**config.mk**
```make
export PLATFORM = sky130hd
export DESIGN_NAME = rcb_top
export DESIGN_NICKNAME = d
export VERILOG_FILES = /design/src/core/rcb_pkg.sv /design/src/core/rcb_lock_if.sv /design/src/core/rcb_top.sv /design/src/core/rcb_lock.sv
export VERILOG_INCLUDE_DIRS = /design/src /design/src/core
export SDC_FILE = /design/constraint.sdc
export NUM_CORES = 1
export LEC_CHECK = 0
export BUFFER_PORTS_ARGS = -buffer_cell sky130_fd_sc_hd__buf_2
export CORE_MARGIN = 3
export CORE_UTILIZATION = 30
export DETAILED_ROUTE_END_ITERATION = 12
export SLEW_MARGIN = 20
export SYNTH_ARGS = -nofsm -noshare
export SYNTH_HDL_FRONTEND = slang
export SYNTH_SLANG_ARGS = --single-unit
```
**constraint.sdc**
```tcl
create_clock -name clk -period 1.59 [get_ports clk]
set_input_delay 0.159 -clock clk [delete_from_list [all_inputs] [get_ports clk]]
set_output_delay 0.159 -clock clk [all_outputs]
set_load 0.05 [all_outputs]
```
**src/core/rcb_params.svh**
```systemverilog
// Offsets, field positions, reset values for the RTC/CMOS bank config block
// Assumes inclusion by bare name from package and modules
`ifndef RCB_PARAMS_SVH
`define RCB_PARAMS_SVH

// Register indices; byte address is four times the index
`define RCB_IDX_ACTIVATE 8'h30
`define RCB_IDX_BASE_HIGH 8'h62
`define RCB_IDX_BASE_LOW 8'h63
`define RCB_IDX_LOCK 8'hf0
`define RCB_IDX_SHADOW 8'hf1

`define RCB_ADDR_W 12
`define RCB_IO_ADDR_W 16

// Field positions
`define RCB_ACT_BANK0_BIT 0
`define RCB_ACT_BANK1_BIT 1
`define RCB_LOCK_BITS 4
`define RCB_CMOS_ADDR_W 7

// Reset values
`define RCB_ACT_RST 2'h0
`define RCB_HIGH_RST 4'h0
`define RCB_LOW_RST_MAIN 8'h74
`define RCB_LOW_RST_STBY 8'h00
`define RCB_LOCK_RST 4'h0
`define RCB_SHADOW_RST 8'h00

// Bus answers
`define RCB_RESP_OKAY 2'h0
`define RCB_RESP_SLVERR 2'h2

`endif

```
**src/core/rcb_pkg.sv**
```systemverilog
// Types shared by the RTC/CMOS bank config modules
// Assumes rcb_params.svh on the include path
`include "rcb_params.svh"

package rcb_pkg;
    typedef logic [7:0] rcb_byte_t;
    typedef logic [`RCB_LOCK_BITS-1:0] rcb_lock_t;
    typedef logic [`RCB_CMOS_ADDR_W-1:0] rcb_cmos_addr_t;
    typedef logic [1:0] rcb_resp_t;
    typedef enum logic [2:0] {
        RCB_REG_NONE = 3'b000,
        RCB_REG_ACT = 3'b001,
        RCB_REG_HIGH = 3'b010,
        RCB_REG_LOW = 3'b011,
        RCB_REG_LOCK = 3'b100,
        RCB_REG_SHADOW = 3'b101
    } rcb_reg_sel_t;
endpackage

```
**src/core/rcb_lock_if.sv**
```systemverilog
// Carrier between the register bank and the CMOS block lock
// Assumes both ends clocked by the same clk
`timescale 1ns/1ps

interface rcb_lock_if;
    import rcb_pkg::*;
    logic wr;
    rcb_byte_t wdata;
    logic clear;
    rcb_lock_t lock;
    logic req;
    rcb_cmos_addr_t addr;
    logic grant;
    logic deny;

    modport bank (output wr, output wdata, output clear, output req,
        output addr, input lock, input grant, input deny);
    modport locker (input wr, input wdata, input clear, input req,
        input addr, output lock, output grant, output deny);
endinterface

```
**src/core/rcb_top.sv**
```systemverilog
// RTC/CMOS logical device config registers on an AXI4-Lite slave
// Assumes reset requests come from logic on clk; main_power_good is a pin
// What this block does
// - Base high holds bank 1 address bits 11:8 in bits 3:0, upper nibble zero.
// - Base low holds address bits 7:1 in bits 7:1, bit 0 always zero.
// - Base low loads 0x74 on main, PCI and soft reset, 0x00 on standby reset.
// - Base high clears to zero on every one of the four resets.
// - Lock bits 0 to 3 each lock one 32-byte block of CMOS RAM.
// - A set lock bit cannot be cleared by any write.
// - Lock bits clear only on main reset, main power loss or PCI reset.
// - Host access to a locked block is denied while main power stays up and bank 1 is active.
// - The shadow register reads the bank 0 index; writes do nothing.
// - Activate bit 0 enables bank 0 decode, bit 1 the bank 1 decode.
//
// Chosen here: the AXI4-Lite interface to the registers.
`timescale 1ns/1ps
`include "rcb_params.svh"

module rcb_top
    import rcb_pkg::*;
(
    input wire logic clk,
    input wire logic nrst,
    input wire logic standby_power_on_reset,
    input wire logic pci_reset,
    input wire logic soft_reset,
    input wire logic main_power_good,
    input wire logic [7:0] bank0_index,
    input wire logic io_cycle,
    input wire logic [`RCB_IO_ADDR_W-1:0] io_addr,
    input wire logic cmos_req,
    input wire logic [`RCB_CMOS_ADDR_W-1:0] cmos_addr,
    output logic bank0_decode_en,
    output logic bank1_decode_en,
    output logic bank1_claim,
    output logic bank1_data_sel,
    output logic cmos_grant,
    output logic cmos_deny,
    input wire logic [`RCB_ADDR_W-1:0] s_axi_awaddr,
    input wire logic s_axi_awvalid,
    output logic s_axi_awready,
    input wire logic [31:0] s_axi_wdata,
    input wire logic [3:0] s_axi_wstrb,
    input wire logic s_axi_wvalid,
    output logic s_axi_wready,
    output logic [1:0] s_axi_bresp,
    output logic s_axi_bvalid,
    input wire logic s_axi_bready,
    input wire logic [`RCB_ADDR_W-1:0] s_axi_araddr,
    input wire logic s_axi_arvalid,
    output logic s_axi_arready,
    output logic [31:0] s_axi_rdata,
    output logic [1:0] s_axi_rresp,
    output logic s_axi_rvalid,
    input wire logic s_axi_rready
);
    logic pwr_meta;
    logic pwr_sync;
    logic [1:0] activate;
    logic [3:0] base_high;
    logic [6:0] base_low;
    rcb_byte_t shadow;
    rcb_lock_if lk();

    // Main power pin is asynchronous: two flops before use
    always_ff @(posedge clk) begin
        if (!nrst) begin
            pwr_meta <= 1'b0;
        end else begin
            pwr_meta <= main_power_good;
        end
    end

    always_ff @(posedge clk) begin
        if (!nrst) begin
            pwr_sync <= 1'b0;
        end else begin
            pwr_sync <= pwr_meta;
        end
    end

    // Reset groups
    wire main_rst = ~nrst;
    wire cfg_rst = main_rst | pci_reset | soft_reset;
    wire any_rst = cfg_rst | standby_power_on_reset;

    // Address decode, word aligned
    wire [7:0] wr_idx = s_axi_awaddr[9:2];
    wire [7:0] rd_idx = s_axi_araddr[9:2];
    wire wr_top_zero = (s_axi_awaddr[`RCB_ADDR_W-1:10] == 2'h0);
    wire rd_top_zero = (s_axi_araddr[`RCB_ADDR_W-1:10] == 2'h0);
    wire wr_aligned = (s_axi_awaddr[1:0] == 2'h0) & wr_top_zero;
    wire rd_aligned = (s_axi_araddr[1:0] == 2'h0) & rd_top_zero;

    // Index compares, one per mapped word and channel
    wire wr_hit_act = (wr_idx == `RCB_IDX_ACTIVATE);
    wire wr_hit_high = (wr_idx == `RCB_IDX_BASE_HIGH);
    wire wr_hit_low = (wr_idx == `RCB_IDX_BASE_LOW);
    wire wr_hit_lock = (wr_idx == `RCB_IDX_LOCK);
    wire wr_hit_shadow = (wr_idx == `RCB_IDX_SHADOW);
    wire rd_hit_act = (rd_idx == `RCB_IDX_ACTIVATE);
    wire rd_hit_high = (rd_idx == `RCB_IDX_BASE_HIGH);
    wire rd_hit_low = (rd_idx == `RCB_IDX_BASE_LOW);
    wire rd_hit_lock = (rd_idx == `RCB_IDX_LOCK);
    wire rd_hit_shadow = (rd_idx == `RCB_IDX_SHADOW);

    rcb_reg_sel_t wr_sel;
    rcb_reg_sel_t rd_sel;
    assign wr_sel = !wr_aligned ? RCB_REG_NONE :
        wr_hit_act ? RCB_REG_ACT :
        wr_hit_high ? RCB_REG_HIGH :
        wr_hit_low ? RCB_REG_LOW :
        wr_hit_lock ? RCB_REG_LOCK :
        wr_hit_shadow ? RCB_REG_SHADOW : RCB_REG_NONE;
    assign rd_sel = !rd_aligned ? RCB_REG_NONE :
        rd_hit_act ? RCB_REG_ACT :
        rd_hit_high ? RCB_REG_HIGH :
        rd_hit_low ? RCB_REG_LOW :
        rd_hit_lock ? RCB_REG_LOCK :
        rd_hit_shadow ? RCB_REG_SHADOW : RCB_REG_NONE;

    // Write channel: both address and data must be present
    wire next_awready = s_axi_awvalid & s_axi_wvalid & ~s_axi_awready &
        ~s_axi_bvalid;
    wire wr_fire = s_axi_awvalid & s_axi_awready & s_axi_wvalid &
        s_axi_wready;
    // Only byte lane 0 carries register data
    wire wr_en = wr_fire & s_axi_wstrb[0];
    wire [7:0] wb = s_axi_wdata[7:0];
    // One strobe per register keeps each update block short
    wire wr_act = wr_en && wr_sel == RCB_REG_ACT;
    wire wr_high = wr_en && wr_sel == RCB_REG_HIGH;
    wire wr_low = wr_en && wr_sel == RCB_REG_LOW;
    wire wr_lock = wr_en && wr_sel == RCB_REG_LOCK;
    // Unmapped words answer an error rather than vanish quietly
    wire [1:0] next_bresp = (wr_sel == RCB_REG_NONE) ?
        `RCB_RESP_SLVERR : `RCB_RESP_OKAY;

    always_ff @(posedge clk) begin
        if (!nrst) begin
            s_axi_awready <= 1'b0;
            s_axi_wready <= 1'b0;
        end else begin
            s_axi_awready <= next_awready;
            s_axi_wready <= next_awready;
        end
    end

    always_ff @(posedge clk) begin
        if (!nrst) begin
            s_axi_bvalid <= 1'b0;
        end else if (wr_fire) begin
            s_axi_bvalid <= 1'b1;
        end else if (s_axi_bready) begin
            s_axi_bvalid <= 1'b0;
        end
    end

    always_ff @(posedge clk) begin
        if (!nrst) begin
            s_axi_bresp <= `RCB_RESP_OKAY;
        end else if (wr_fire) begin
            s_axi_bresp <= next_bresp;
        end
    end

    // Activate register, cleared by all four resets
    always_ff @(posedge clk) begin
        if (any_rst) begin
            activate <= `RCB_ACT_RST;
        end else if (wr_act) begin
            activate <= wb[1:0];
        end
    end

    // Bank 1 base high: only address bits 11:8 are stored
    always_ff @(posedge clk) begin
        if (any_rst) begin
            base_high <= `RCB_HIGH_RST;
        end else if (wr_high) begin
            base_high <= wb[3:0];
        end
    end

    // Base low: standby reset wins, it marks a cold start
    wire [7:0] low_rst_val = `RCB_LOW_RST_MAIN;
    wire [7:0] low_stby_val = `RCB_LOW_RST_STBY;
    always_ff @(posedge clk) begin
        if (standby_power_on_reset) begin
            base_low <= low_stby_val[7:1];
        end else if (cfg_rst) begin
            base_low <= low_rst_val[7:1];
        end else if (wr_low) begin
            base_low <= wb[7:1];
        end
    end

    // Shadow follows the bank 0 index every cycle; no write path
    always_ff @(posedge clk) begin
        if (!nrst) begin
            shadow <= `RCB_SHADOW_RST;
        end else begin
            shadow <= bank0_index;
        end
    end

    // Lock block hookup; standby and soft resets leave locks alone
    // Power loss is seen two cycles late through the synchroniser
    assign lk.wr = wr_lock;
    assign lk.wdata = wb;
    assign lk.clear = main_rst | pci_reset | ~pwr_sync;
    // Host access checked only for an active bank 1
    assign lk.req = cmos_req & activate[`RCB_ACT_BANK1_BIT];
    assign lk.addr = cmos_addr;

    rcb_lock u_lock (
        .clk(clk),
        .lk(lk)
    );

    // Read data mux; reserved bits and unmapped words read zero
    wire [7:0] rd_act_img = {6'h00, activate};
    wire [7:0] rd_high_img = {4'h0, base_high};
    wire [7:0] rd_low_img = {base_low, 1'b0};
    wire [7:0] rd_lock_img = {4'h0, lk.lock};
    rcb_byte_t rd_byte;
    assign rd_byte =
        (rd_sel == RCB_REG_ACT) ? rd_act_img :
        (rd_sel == RCB_REG_HIGH) ? rd_high_img :
        (rd_sel == RCB_REG_LOW) ? rd_low_img :
        (rd_sel == RCB_REG_LOCK) ? rd_lock_img :
        (rd_sel == RCB_REG_SHADOW) ? shadow : 8'h00;
    // Error reads carry zero data beside the error code
    wire [1:0] next_rresp = (rd_sel == RCB_REG_NONE) ?
        `RCB_RESP_SLVERR : `RCB_RESP_OKAY;

    wire next_arready = s_axi_arvalid & ~s_axi_arready & ~s_axi_rvalid;
    wire rd_fire = s_axi_arvalid & s_axi_arready;

    always_ff @(posedge clk) begin
        if (!nrst) begin
            s_axi_arready <= 1'b0;
        end else begin
            s_axi_arready <= next_arready;
        end
    end

    always_ff @(posedge clk) begin
        if (!nrst) begin
            s_axi_rvalid <= 1'b0;
        end else if (rd_fire) begin
            s_axi_rvalid <= 1'b1;
        end else if (s_axi_rready) begin
            s_axi_rvalid <= 1'b0;
        end
    end

    always_ff @(posedge clk) begin
        if (!nrst) begin
            s_axi_rdata <= 32'h0000_0000;
            s_axi_rresp <= `RCB_RESP_OKAY;
        end else if (rd_fire) begin
            s_axi_rdata <= {24'h00_0000, rd_byte};
            s_axi_rresp <= next_rresp;
        end
    end

    // I/O claim: 16-bit qualification, so bits 15:12 must be zero
    wire io_upper_zero = (io_addr[15:12] == 4'h0);
    wire io_match = io_upper_zero &&
        io_addr[11:1] == {base_high, base_low};

    wire next_claim = io_cycle & io_match &
        activate[`RCB_ACT_BANK1_BIT];

    // Decode enables registered so every output leaves a flop
    always_ff @(posedge clk) begin
        if (!nrst) begin
            bank0_decode_en <= 1'b0;
            bank1_decode_en <= 1'b0;
        end else begin
            bank0_decode_en <= activate[`RCB_ACT_BANK0_BIT];
            bank1_decode_en <= activate[`RCB_ACT_BANK1_BIT];
        end
    end

    always_ff @(posedge clk) begin
        if (!nrst) begin
            bank1_claim <= 1'b0;
        end else begin
            bank1_claim <= next_claim;
        end
    end

    // Odd address is the data port, even the index port
    always_ff @(posedge clk) begin
        if (!nrst) begin
            bank1_data_sel <= 1'b0;
        end else begin
            bank1_data_sel <= io_addr[0];
        end
    end

    assign cmos_grant = lk.grant;
    assign cmos_deny = lk.deny;
endmodule

```
**src/core/rcb_lock.sv**
```systemverilog
// Set-only lock over four 32-byte CMOS RAM blocks and its access check
// Assumes clear already combines main reset, power loss and PCI reset
`timescale 1ns/1ps
`include "rcb_params.svh"

module rcb_lock
    import rcb_pkg::*;
(
    input wire logic clk,
    rcb_lock_if.locker lk
);
    rcb_lock_t lock;
    logic grant;
    logic deny;
    rcb_lock_t next_lock;
    wire hit_locked;

    // Writes may only add lock bits; reserved bits are dropped
    assign next_lock = lock | lk.wdata[`RCB_LOCK_BITS-1:0];
    // Address bits 6:5 pick the 32-byte block
    assign hit_locked = lock[lk.addr[6:5]];

    always_ff @(posedge clk) begin
        if (lk.clear) begin
            lock <= `RCB_LOCK_RST;
        end else if (lk.wr) begin
            lock <= next_lock;
        end
    end

    always_ff @(posedge clk) begin
        if (lk.clear) begin
            grant <= 1'b0;
            deny <= 1'b0;
        end else begin
            grant <= lk.req & ~hit_locked;
            deny <= lk.req & hit_locked;
        end
    end

    assign lk.lock = lock;
    assign lk.grant = grant;
    assign lk.deny = deny;
endmodule

```
After elaboration in Yosys (flattened, before gate mapping)
Index checks and enable logic that the tools add are counted.
Widths: inputs -> output; s select.
{ "totals": {"inputBits": 104, "elab_cells": 114, "output_inout_bits": 47, "regBits": 49} }
{ "op_classes": {"mux": 27, "n_lt_le_gt_ge": 1, "n_bitwise": 29, "reduce_logical": 16, "eq_ne": 20} }
{ "ops": {"columns": ["op", "n"], "rows": [
  ["$mux 8", 5],
  ["$mux 3", 12],
  ["$eq 8x7->1 const B", 4],
  ["$eq 8x8->1 const B", 4],
  ["$and 1x1->1", 17],
  ["$eq 8x6->1 const B", 2],
  ["$eq 3x2->1 const B", 4],
  ["$mux 6", 2],
  ["$eq 11x11->1", 1],
  ["$eq 3x3->1 const B", 3],
  ["$logic_not 2->1", 4],
  ["$not 1->1", 7],
  ["$eq 3x1->1 const B", 2],
  ["$logic_not 3->1", 2],
  ["$reduce_bool 2->1", 3],
  ["$logic_and 1x1->1", 5],
  ["$mux 1", 5],
  ["$logic_not 4->1", 1],
  ["$mux 2", 2],
  ["$or 1x1->1", 4],
  ["$or 4x4->4", 1],
  ["$lt 2x3->1 const B", 1],
  ["$bmux 1 s2", 1],
  ["$reduce_or 2->1", 1]
]} }

Longest topological paths before layout
Gate-level depths: netlist of the first run.
{ "depth": {"depth_word": 13, "mapped_depth": 7, "ltp_nobuf": 5} }

By module
From an unflattened synthesis of the first run, not the netlist that was laid out.
{ "hier_totals": {"cells_unflattened": 264, "hier_area_um2": 2371.0} }
{ "by_module_without_submodules": {"columns": ["module", "area_per_inst_um2", "seq_area_each_um2", "instances", "cells_per_inst"], "rows": [
  ["rcb_top", 2172.1, 820.8, 1, 247],
  ["rcb_lock", 198.9, 120.1, 1, 17]
]} }

Worst setup path after synthesis of the first run
OpenSTA, ideal clock, no wires.
{ "synth_timing": {"path_kind": "flip-flop to flip-flop", "from": "reg s_axi_wready", "to": "reg base_high[0]", "period_less_slack_ps": 1942, "path_slack_ps": -352, "path_stages_with_launch": 8, "path_buffers": 2, "setup_ps": 126, "t_arrival_ps": 1816, "t_required_ps": 1464, "path_cell_list": "dfxtp_1 > and3_1 > clkbuf_1 > nand3_1 > or3b_1 > buf_6 > mux2i_1 > nor2_1"} }
{ "synth_between": {"elab_chain_cells": 5} }
{ "synth_rtl": {"columns": ["element", "line_no", "text"], "rows": [
  ["from (decl)", "rcb_top.sv:45", "output logic s_axi_wready,"],
  ["from (signal assigned)", "rcb_top.sv:145", "s_axi_wready <= next_awready;"],
  ["$and 1x1->1 (2 in a row)", null, null],
  ["$and 1x1->1 *", "rcb_top.sv:125", "wire wr_fire = s_axi_awvalid & s_axi_awready & s_axi_wvalid &"],
  ["$and 1x1->1 *", "rcb_top.sv:128", "wire wr_en = wr_fire & s_axi_wstrb[0];"],
  ["$logic_and 1x1->1 *", "rcb_top.sv:132", "wire wr_high = wr_en && wr_sel == RCB_REG_HIGH;"],
  ["to (signal assigned)", "rcb_top.sv:179", "base_high <= `RCB_HIGH_RST;"],
  ["to (signal assigned)", "rcb_top.sv:181", "base_high <= wb[3:0];"],
  ["to (decl)", "rcb_top.sv:60", "logic [3:0] base_high;"]
]} }
Mark *: on every way between the ends. The rest lies on a longest branch, timed or not.
A chain may end at the register's enable or synchronous reset.

Worst setup path after layout of the first run
{ "layout_timing": {"from": "reg s_axi_wready", "to": "reg activate[1]"} }
{ "layout_between": {"elab_chain_cells": 5} }
{ "layout_rtl": {"columns": ["element", "line_no", "text"], "rows": [
  ["$and 1x1->1 (2 in a row)", null, null],
  ["$and 1x1->1 *", "rcb_top.sv:125", null],
  ["$and 1x1->1 *", "rcb_top.sv:128", null],
  ["$logic_and 1x1->1 *", "rcb_top.sv:131", "wire wr_act = wr_en && wr_sel == RCB_REG_ACT;"],
  ["to (signal assigned)", "rcb_top.sv:170", "activate <= `RCB_ACT_RST;"],
  ["to (signal assigned)", "rcb_top.sv:172", "activate <= wb[1:0];"],
  ["to (decl)", "rcb_top.sv:59", "logic [1:0] activate;"]
]} }
Marked as above.

==> results by group, run 1 <==
STA
  – Clock period minus worst slack: 1.46 ns
  – Maximum clock frequency: ~680 MHz
  – Final clock skew: around 0.0030 ns
  – Max-slew violation count: 0
  – Final count of negative-setup-slack endpoints: 0
  – Period Utilization, post-route: 91.9%
  – RSZ-0062 raised after global routing: no
  – Final hold violations: 0
  – TNS Setup: 0 ns
  – Final critical-path setup slack: 0.129 ns

Layout
  – Fraction of final layout cells with drive strength greater than 1: 35.6%
  – Number of diodes added for antenna fixing: 0
  – Register cell area after layout: 945 um2
  – Count of filler cells inserted in the layout: around 770
  – Post-layout nets: 457
  – Area overhead of the layout relative to synthesis: 26.6%
  – Final design area excluding fillers: 0.00296 mm2
  – Area of the multi-input gates: between 0.001 and 0.0015 mm2

Worst setup path
  – Critical-path cell with the highest stage delay: sky130_fd_sc_hd__dfxtp_4
  – Data required time of the critical path: ~1.8 ns
  – Crit path DAT: 1.65 ns
  – Setup slack of the most critical reg-to-reg path: 0.13 ns
  – Critical path's top delay family: simple AND/OR/NAND/NOR gates
  – Launching point of the worst reg2reg path: s_axi_wready$_SDFF_PN0_
  – Critical Path, Cell by Cell: and3_4 > nand4b_1 > nor4_4 > mux2i_1 > nor2_1
  – Delay of the slowest cell on the worst path: 0.36 ns
  – Category of the worst setup path launch point: flip-flop
  – Top fanout value on the critical path: 6
  – Number of buffer and inverter instances along the worst setup path: 0
  – Reg-to-Reg End: activate[1]$_SDFFE_PP0P_
  – Setup crit end kind: flip-flop
  – Crit path depth: 5
  – WS Path Type: flip-flop to flip-flop
  – Critical Path End: activate[1]$_SDFFE_PP0P_
  – Worst setup path start: s_axi_wready$_SDFF_PN0_
  – Number of cell instances on the worst register-to-register path: 5

Power
  – Total power draw: 0.00241 W
  – Max IR drop VDD: 0.587 mV
  – Power Dens Cells: 812 mW/mm2
  – Static power due to leakage: 1.23 nW

Detailed routing
  – Antenna viol nets, final: 0
  – Number of vias after detailed routing: around 2,100
  – Highest routed layer: met4
  – DR vias/cell: 4.57
  – DRC violation count after routing: 0
  – Met2 wire length: 2940 um
  – Met1 WL: 2510 um
  – Wirelength per Cell: 13.0 um
  – Detail Route met3 WL: 411 um
  – Iteration-0 DRC Markers: 101
  – 1st-pass router iterations: 5
  – Wire length reported by the detailed router: 5910 um

Logic synthesis
  – Number of warnings reported in the yosys synthesis log: 0
  – Number of register bits inferred by synthesis: 47
  – Post-synth top flop: sky130_fd_sc_hd__dfxtp_1
  – Sequential-to-total area share from yosys stat: 40.2%
  – Number of synthesized flops with an enable pin: 0
  – Synth async-reset ratio: 0%
  – Netlist area before placement: 0.00234 mm2
  – Number of instances in the synthesized netlist: 255
  – Synthesized area per cell: slightly above 9 um2
  – Library cells used by synthesis: 50

Floorplan
  – Core footprint: ~0.0074 mm2
  – Io pins: between 150 and 200
  – # rows: 31
  – Initial standard-cell utilization of the core: 31.6%
  – Die Footprint: 0.00889 mm2
  – Die X-Extent: 94.3 um
  – Floorplan die height: around 94 um

GRT
  – Antenna violations before repair: 0
  – GR Overflow Total: 0
  – Number of global-route vias before repair: ~1,900
  – Global-route total usage across every layer: between 10% and 20%
  – First-pass GRT wire length: 9230 um
  – Maximum number of pins on one net before global-route repair: 20

CTS
  – Clock tree from TritonCTS: built
  – Worst skew pair latency: 0.30 ns
  – Clock transition at the register clock pins on the worst setup and hold paths after CTS: 0.09 ns
  – Clock sink total: 47
  – H-tree depth reported by CTS: 2
  – Post-CTS Setup Inserts: 0
  – Max clock buf depth: 2
  – Hold bufs inserted after CTS: 0
  – Cts bufs inserted: 5
  – Clock tree root driver cell: sky130_fd_sc_hd__clkbuf_8

Place
  – Routability congestion estimate from global placement: between 0.8 and 0.9
  – Count of input and output buffers: 92
  – Setup Slack @ Placement: -0.0437 ns
  – Half-perimeter wire length after detailed placement: 4860 um
  – Placed Instance Area: between 0.002 and 0.003 mm2

Worst hold path
  – Hold crit path type: primary input to flip-flop

Outcome
  – Status: finished clean

Job
  – Max-capacitance violation count: 0
[report_power, final]
part / switching [W] / internal, W / total (W) / leakage, nW
clock network: 0.000417 / 0.000357 / 0.000774 / 0.0517
registers: 0.0000152 / 0.00120 / 0.00122 / 0.384
logic: 0.000283 / 0.000131 / 0.000414 / 0.797
total: 0.000716 / 0.00169 / 0.00241 / 1.23
[layer usage]
metal	global-route usage, %	vias up
li1	-	1049
met1	17.0	933
met2	22.6	81
met3	3.04	5
met4	3.49	0
met5	0	-
[flip-flops by register name, summed over array words and instances, names as in the netlist, 2 cells and up]
register,count
s_axi_rdata,8
shadow,8
base_low,7
base_high,4
u_lock.lk.lock,4
activate,2
[layout make-up]
class	instances	share of cell area [%]
Clock buffer	6	2.79
Clock inverter	2	0.507
Inverter	5	0.633
Multi-Input combinational cell	193	42.2
Sequential cell	47	31.9
Tap cell	99	4.18
Timing Repair Buffer	101	17.8
[through the flow]
step	utilization [%]	std cells	hold WS, ns
after global placement	38.5	445	0.365
after floorplan	-	280	0.228
final	40.0	453	0.0553
after detailed placement	38.5	445	0.368
after global routing	40.0	453	0.0393
after CTS	39.9	453	0.0473
[cell usage after synthesis, types with 2 or more instances]
master / count / share of area (%)
sky130_fd_sc_hd__a22oi_1: 6 / 1.9
sky130_fd_sc_hd__mux2i_1: 15 / 6.4
sky130_fd_sc_hd__buf_4: 27 / 8.7
sky130_fd_sc_hd__nor4b_2: 2 / 1.3
sky130_fd_sc_hd__nor3_1: 5 / 1.1
sky130_fd_sc_hd__xnor2_1: 11 / 4.1
sky130_fd_sc_hd__a21oi_1: 15 / 3.2
sky130_fd_sc_hd__dfxtp_1: 47 / 40
sky130_fd_sc_hd__nand2b_1: 2 / 0.53
sky130_fd_sc_hd__nor4_1: 5 / 1.3
sky130_fd_sc_hd__nand3b_1: 2 / 0.64
sky130_fd_sc_hd__nor4b_1: 2 / 0.75
sky130_fd_sc_hd__nor3b_1: 2 / 0.64
sky130_fd_sc_hd__nor2_1: 21 / 3.4
sky130_fd_sc_hd__and2_1: 14 / 3.7
sky130_fd_sc_hd__clkbuf_1: 7 / 1.1
sky130_fd_sc_hd__nand4_1: 3 / 0.80
sky130_fd_sc_hd__o21ai_0: 9 / 1.9
sky130_fd_sc_hd__nand3_1: 10 / 2.1
sky130_fd_sc_hd__and2_0: 2 / 0.53
sky130_fd_sc_hd__inv_1: 4 / 0.64
sky130_fd_sc_hd__nor4_2: 2 / 1.1
sky130_fd_sc_hd__nand2_1: 10 / 1.6
sky130_fd_sc_hd__a31oi_1: 6 / 1.6
[cell families (layout without fill, tap and decap cells)]
family / after synthesis / count (layout) / share of synthesized area, %
AND/OR/NAND/NOR: 93 / 93 / 24.4
flip-flops: 47 / 47 / 40.2
AO/OA/AOI/OAI: 46 / 46 / 12.2
buffers and inverters: 40 / 114 / 11.1
multiplexers: 17 / 17 / 7.86
XOR/XNOR: 11 / 11 / 4.12
other: 1 / 26 / 0.160
[worst min path at each step]
| stage | cells after the start | start | slack, ns | endpoint |
|---|---|---|---|---|
| 3_5_place_dp | 2 | bank0_index[1] | 0.37 | shadow[1]$_SDFF_PN0_ |
| 3_3_place_gp | 2 | main_power_good | 0.36 | pwr_meta$_SDFF_PN0_ |
| 2_1_floorplan | 1 | standby_power_on_reset | 0.23 | base_low[1]$_SDFFE_PP0P_ |
| 6_report | 2 | bank0_index[1] | 0.06 | shadow[1]$_SDFF_PN0_ |
| 4_1_cts | 2 | bank0_index[1] | 0.05 | shadow[1]$_SDFF_PN0_ |
| 5_1_grt | 2 | bank0_index[5] | 0.04 | shadow[5]$_SDFF_PN0_ |
[cell usage in the layout, fill, tap and decap left out, types with 9 or more instances in the layout]
| cell | n |
|---|---|
| sky130_fd_sc_hd__mux2i_1 | 15 |
| sky130_fd_sc_hd__nor2_1 | 21 |
| sky130_fd_sc_hd__o21ai_0 | 9 |
| sky130_fd_sc_hd__buf_4 | 9 |
| sky130_fd_sc_hd__buf_2 | 92 |
| sky130_fd_sc_hd__xnor2_1 | 11 |
| sky130_fd_sc_hd__dfxtp_1 | 46 |
| sky130_fd_sc_hd__a21oi_1 | 15 |
| sky130_fd_sc_hd__conb_1 | 26 |
| sky130_fd_sc_hd__and2_1 | 14 |
| sky130_fd_sc_hd__nand3_1 | 10 |
| sky130_fd_sc_hd__nand2_1 | 10 |
[repair_timing]
item                       4_1_cts  5_1_grt
setup endpoints to repair        2       17
gates resized for setup          2        2
pin swaps                        0        1
(Power assumes the default switching activity.)
==> run 2: changes to the inputs <==
clock period = 1.2 ns   (was 1.59 ns; I/O delays follow)
==> run 2 against run 1 <==
Clock power rose by 27%. Largest power group unchanged. Combinational power increased by 44%. Highest routed layer unchanged. Setup slack worse by 0.33 ns. Maximum frequency increased by 4.0%. The run now ends with negative setup slack left. Cell area up 8.4%. Critical path type unchanged. Register-to-register slack got worse by 0.33 ns. Clock skew is essentially flat.
==> results by group, run 2 (synthesis gave the netlist of run 1 again) <==
Outcome
  – Status: finished, violations left
  – Violated checks: negative setup slack

Worst setup path
  – Number of buffer and inverter instances along the worst setup path: 1
  – WS Path Type: flip-flop to flip-flop
  – Critical Path, Cell by Cell: and3_4 > nand4b_1 > nor4_2 > buf_4 > mux2i_1 > nor2_1
  – Critical path's top delay family: simple AND/OR/NAND/NOR gates
  – Delay of the slowest cell on the worst path: 0.35 ns
  – Worst setup path start: s_axi_wready$_SDFF_PN0_
  – Launching point of the worst reg2reg path: s_axi_wready$_SDFF_PN0_
  – Critical-path cell with the highest stage delay: sky130_fd_sc_hd__dfxtp_4
  – Crit path DAT: 1.60 ns
  – Data required time of the critical path: 1.39 ns
  – Setup crit end kind: flip-flop
  – Category of the worst setup path launch point: flip-flop
  – Top fanout value on the critical path: 4

Job
  – Max-capacitance violation count: 0

Layout
  – Final design area excluding fillers: 0.00321 mm2
  – Commonest non-fill, non-tap cell in the layout: sky130_fd_sc_hd__buf_2
  – Number of diodes added for antenna fixing: 0
  – Most used cells in the layout excluding fill and tap cells: sky130_fd_sc_hd__buf_2 (92), sky130_fd_sc_hd__dfxtp_1 (44), sky130_fd_sc_hd__buf_4 (28)
  – Regs by FF count: s_axi_rdata x8, shadow x8, base_low x7
  – Post-layout nets: 478
  – Fraction of final layout cells with drive strength greater than 1: a little over two fifths
  – Area overhead of the layout relative to synthesis: 37.3%
  – Number of standard cells in the final layout excluding fillers: 474

CTS
  – Clock sink total: 47
  – Max clock buf depth: 2
  – Clock transition at the register clock pins on the worst setup and hold paths after CTS: 0.09 ns
  – H-tree depth reported by CTS: 2
  – Cts bufs inserted: 5
  – Clock tree from TritonCTS: built
  – Clock tree root driver cell: sky130_fd_sc_hd__clkbuf_8
  – Post-CTS Setup Inserts: 0
  – Worst skew pair latency: 0.30 ns
  – Hold bufs inserted after CTS: 0

Place
  – Setup Slack @ Placement: -0.345 ns
  – Number of placed cells counting well taps: 466
  – Half-perimeter wire length after detailed placement: 5140 um
  – Routability congestion estimate from global placement: 0.823
  – Count of input and output buffers: 92
  – Placed Instance Area: approximately 0.0030 mm2

Floorplan
  – Io pins: 151
  – Die Footprint: 0.00889 mm2
  – Floorplan die height: 94.3 um
  – # rows: 31
  – Die X-Extent: roughly 94 um
  – Initial standard-cell utilization of the core: 31.6%
  – Core footprint: about 0.0074 mm2

GRT
  – Global-route total usage across every layer: 14.2%
  – Maximum number of pins on one net before global-route repair: 21
  – GR Overflow Total: 0
  – First-pass GRT wire length: 9900 um
  – Number of global-route vias before repair: 2,080
  – Antenna violations before repair: 0

Detailed routing
  – Met1 WL: 2760 um
  – Antenna viol nets, final: 0
  – Wirelength per Cell: 13.3 um
  – Detail Route met3 WL: 453 um
  – DRC violation count after routing: 0
  – Highest routed layer: met4
  – DR vias/cell: 4.57
  – Wire length reported by the detailed router: roughly 6300 um
  – 1st-pass router iterations: 4
  – Number of vias after detailed routing: ~2,200
  – Met2 wire length: 3010 um
  – Iteration-0 DRC Markers: 70

Worst hold path
  – Startpoint of the tightest hold check path: bank0_index[5]
  – Hold crit path type: primary input to flip-flop

Power
  – Static power due to leakage: roughly 1.4 nW
  – Max IR drop VDD: around 0.52 mV
  – Power Dens Cells: 995 mW/mm2

STA
  – Final hold violations: 0
  – Period Utilization, post-route: 117%
  – Final critical-path setup slack: -0.205 ns
  – RSZ-0062 raised after global routing: yes
  – Clock period minus worst slack: about 1.4 ns
  – Final clock skew: between 0.003 and 0.004 ns
  – TNS Setup: -2.12 ns
  – Final count of negative-setup-slack endpoints: 17
  – Max-slew violation count: 0
  – Maximum clock frequency: 712 MHz
[run 2: final timing paths]
path | to | slack, ns | cells after the start
max | activate[1]$_SDFFE_PP0P_ | -0.20 | 6
min | shadow[5]$_SDFF_PN0_ | 0.01 | 2
max reg2reg | activate[1]$_SDFFE_PP0P_ | -0.20 | 6
min reg2reg | s_axi_arready$_SDFF_PN0_ | 0.44 | 1
[run 2: final cells by class]
cell class / instances / area (um2)
fillers: 767 / 4200
multi-input cells: 193 / 1330
flip-flops and latches: 47 / 950
repair buffers: 122 / 702
well taps: 99 / 124
clock buffers: 6 / 72.6
inverters: 5 / 18.8
clock inverters: 2 / 16.3
[run 2: worst reg2reg max path, delay by kind of cell (launching register included)]
| family | cells | cell delay [ns] |
|---|---|---|
| AND/OR/NAND/NOR | 4 | 0.62 |
| buffers and inverters | 1 | 0.16 |
| flip-flops | 1 | 0.35 |
| multiplexers | 1 | 0.18 |
[run 2: power breakdown]
group | internal [W] | switching [W] | leakage, nW
registers | 0.00159 | 0.0000199 | 0.385
clock network | 0.000419 | 0.000564 | 0.0418
logic | 0.000202 | 0.000396 | 0.944
total | 0.00222 | 0.000980 | 1.37
[run 2: per-layer routing]
metal / vias up / track usage, %
met5: - / 0
met4: 0 / 3.61
met3: 8 / 3.13
met2: 79 / 23.6
met1: 985 / 18.6
li1: 1095 / -
[run 2: timing repair]
action,4_1_cts,5_1_grt
gates resized for setup,7,13
endpoints found under the setup margin,18,24
pin swaps,5,7
[run 2: metrics by stage]
stage	hold WS [ns]	util [%]	power [W]
finish	0.0131	43.4	0.00320
global route	0.00711	43.4	0.00334
CTS	0.00755	42.6	0.00322
detailed placement	0.332	41.0	0.00224
global placement	0.325	41.0	0.00223
floorplan	0.189	-	0.00207
==> run 3: changes to the inputs <==
==> constraint.sdc (replaced) <==
create_clock -name clk -period 1.2 [get_ports clk]
set_input_delay 0.36 -clock clk [delete_from_list [all_inputs] [get_ports clk]]
set_output_delay 0.36 -clock clk [all_outputs]
set_load 0.05 [all_outputs]
==> run 3 against run 2 <==
The run still ends with negative setup slack left. Die area is the same. Cell count up 0.84%. Clock power grew 6%. Maximum frequency fell by 4.8%. Hold slack gained 0.24 ns. Critical path depth rose by 1. Wire length increased by 5.8%. Clock skew grew 0.0093 ns. Critical path type is now primary input to flip-flop. Largest power group unchanged. Highest routed layer unchanged.
==> results by group, run 3 (synthesis gave the netlist of run 1 again) <==
Outcome
  – Status: finished, violations left
  – Violated checks: negative setup slack

GRT
  – Maximum number of pins on one net before global-route repair: 16
  – GR Overflow Total: 0
  – Antenna violations before repair: 0
  – First-pass GRT wire length: 10,200 um
  – Number of global-route vias before repair: between 2,000 and 2,500
  – Global-route total usage across every layer: 14.7%

STA
  – Clock period minus worst slack: 1.48 ns
  – Final hold violations: 0
  – Final clock skew: 0.0126 ns
  – Final count of negative-setup-slack endpoints: 27
  – Max-slew violation count: 0
  – Final critical-path setup slack: -0.275 ns
  – RSZ-0062 raised after global routing: yes
  – Maximum clock frequency: 678 MHz
  – Period Utilization, post-route: 123%

Worst setup path
  – Critical Path, Cell by Cell: buf_6 > nor4_4 > buf_4 > nand3_2 > or3b_4 > mux2i_1 > nor2_1
  – Delay of the slowest cell on the worst path: 0.44 ns
  – Critical path's top delay family: simple AND/OR/NAND/NOR gates
  – Category of the worst setup path launch point: primary input
  – Number of buffer and inverter instances along the worst setup path: 2
  – Data required time of the critical path: 1.39 ns
  – WS Path Type: primary input to flip-flop
  – Setup crit end kind: flip-flop
  – Top fanout value on the critical path: 4
  – Crit path DAT: 1.67 ns
  – Critical-path cell with the highest stage delay: sky130_fd_sc_hd__or3b_4

Layout
  – Final design area excluding fillers: 0.00358 mm2
  – Number of standard cells in the final layout excluding fillers: 478
  – Commonest non-fill, non-tap cell in the layout: sky130_fd_sc_hd__buf_2
  – Most used cells in the layout excluding fill and tap cells: sky130_fd_sc_hd__buf_2 (62), sky130_fd_sc_hd__dfxtp_1 (33), sky130_fd_sc_hd__buf_4 (31)
  – Fraction of final layout cells with drive strength greater than 1: 49.1%
  – Register cell area after layout: 961 um2
  – Count of filler cells inserted in the layout: 704
  – Regs by FF count: s_axi_rdata x8, shadow x8, base_low x7
  – Post-layout nets: 482
  – Share of the core filled with cells in the final layout: 48.3%
  – Area of the multi-input gates: 0.00141 mm2
  – Area overhead of the layout relative to synthesis: 53.0%
  – Number of diodes added for antenna fixing: 0

Detailed routing
  – DR vias/cell: 4.62
  – Wirelength per Cell: 13.9 um
  – Antenna viol nets, final: 0
  – Iteration-0 DRC Markers: 67
  – DRC violation count after routing: 0
  – 1st-pass router iterations: 4
  – Wire length reported by the detailed router: 6670 um
  – Number of vias after detailed routing: approximately 2,200

Floorplan
  – Die X-Extent: 94.3 um
  – # rows: 31
  – Core footprint: between 0.007 and 0.008 mm2
  – Initial standard-cell utilization of the core: 31.6%
  – Die Footprint: between 0.008 and 0.009 mm2
  – Io pins: roughly 150
  – Floorplan die height: 94.3 um

Power
  – Total power draw: 0.00332 W
  – Power Dens Cells: 928 mW/mm2
  – Static power due to leakage: 1.48 nW
  – Max IR drop VDD: between 0.7 and 0.8 mV

CTS
  – Clock transition at the register clock pins on the worst setup and hold paths after CTS: 0.10 ns
  – Worst skew pair latency: 0.31 ns
  – Clock tree from TritonCTS: built
  – Clock tree root driver cell: sky130_fd_sc_hd__clkbuf_8
  – H-tree depth reported by CTS: 2
  – Cts bufs inserted: 5
  – Clock sink total: 47
  – Max clock buf depth: 2

Place
  – Setup Slack @ Placement: -0.606 ns
  – Count of input and output buffers: 92
  – Half-perimeter wire length after detailed placement: 5190 um
  – Placed Instance Area: ~0.0030 mm2
  – Routability congestion estimate from global placement: around 0.81
  – Number of placed cells counting well taps: 464

Worst hold path
  – Hold crit path type: primary input to flip-flop

Job
  – Max-capacitance violation count: 0
[run 3: changes by cell type in the layout (fill, tap and decap cells not counted), sizes merged]
cell and delta:
buf +4, clkinv +1, clkinvlp -1
[run 3: stage by stage]
stage                     TNS [ns]  hold slack (ns)
after floorplan              -6.21            0.412
after global placement      -11.85            0.414
after detailed placement    -12.58            0.417
after CTS                    -3.00            0.244
after global routing         -5.29            0.235
final                        -3.42            0.254
[run 3: power breakdown]
group | switching, W | internal [W]
clock | 0.000564 | 0.000472
sequential | 0.0000220 | 0.00160
combinational | 0.000414 | 0.000254
[run 3: layout make-up]
| type | count | area share, % |
|---|---|---|
| sequential | 47 | 26.8 |
| inverter | 5 | 0.524 |
| multi-input combinational | 193 | 39.4 |
| clock inverter | 2 | 0.384 |
| tap | 99 | 3.46 |
| timing repair buffer | 126 | 27.1 |
| clock buffer | 6 | 2.31 |
[run 3: final timing paths]
path,cells after the start,slack (ns),startpoint,end
min reg2reg,1,0.44,pwr_meta$_SDFF_PN0_,pwr_sync$_SDFF_PN0_
max,7,-0.28,s_axi_awaddr[10],base_high[1]$_SDFFE_PP0P_
min,2,0.25,bank0_index[7],shadow[7]$_SDFF_PN0_
max reg2reg,6,-0.20,s_axi_wready$_SDFF_PN0_,activate[1]$_SDFFE_PP0P_
[run 3: what timing repair did]
item,CTS,global route
hold buffers,0,0
pin swaps,19,29
endpoints found under the setup margin,46,42
gates resized for setup,74,40
buffers inserted,7,2
[run 3: layer usage]
| metal | share of wire (%) | wire length [um] | track usage (%) |
|---|---|---|---|
| met1 | 44 | 2910 | 19.0 |
| met2 | 48 | 3170 | 23.9 |
| met3 | 7.4 | 493 | 3.53 |
| met4 | 1.4 | 96 | 4.69 |
| met5 | 0 | 0 | 0 |
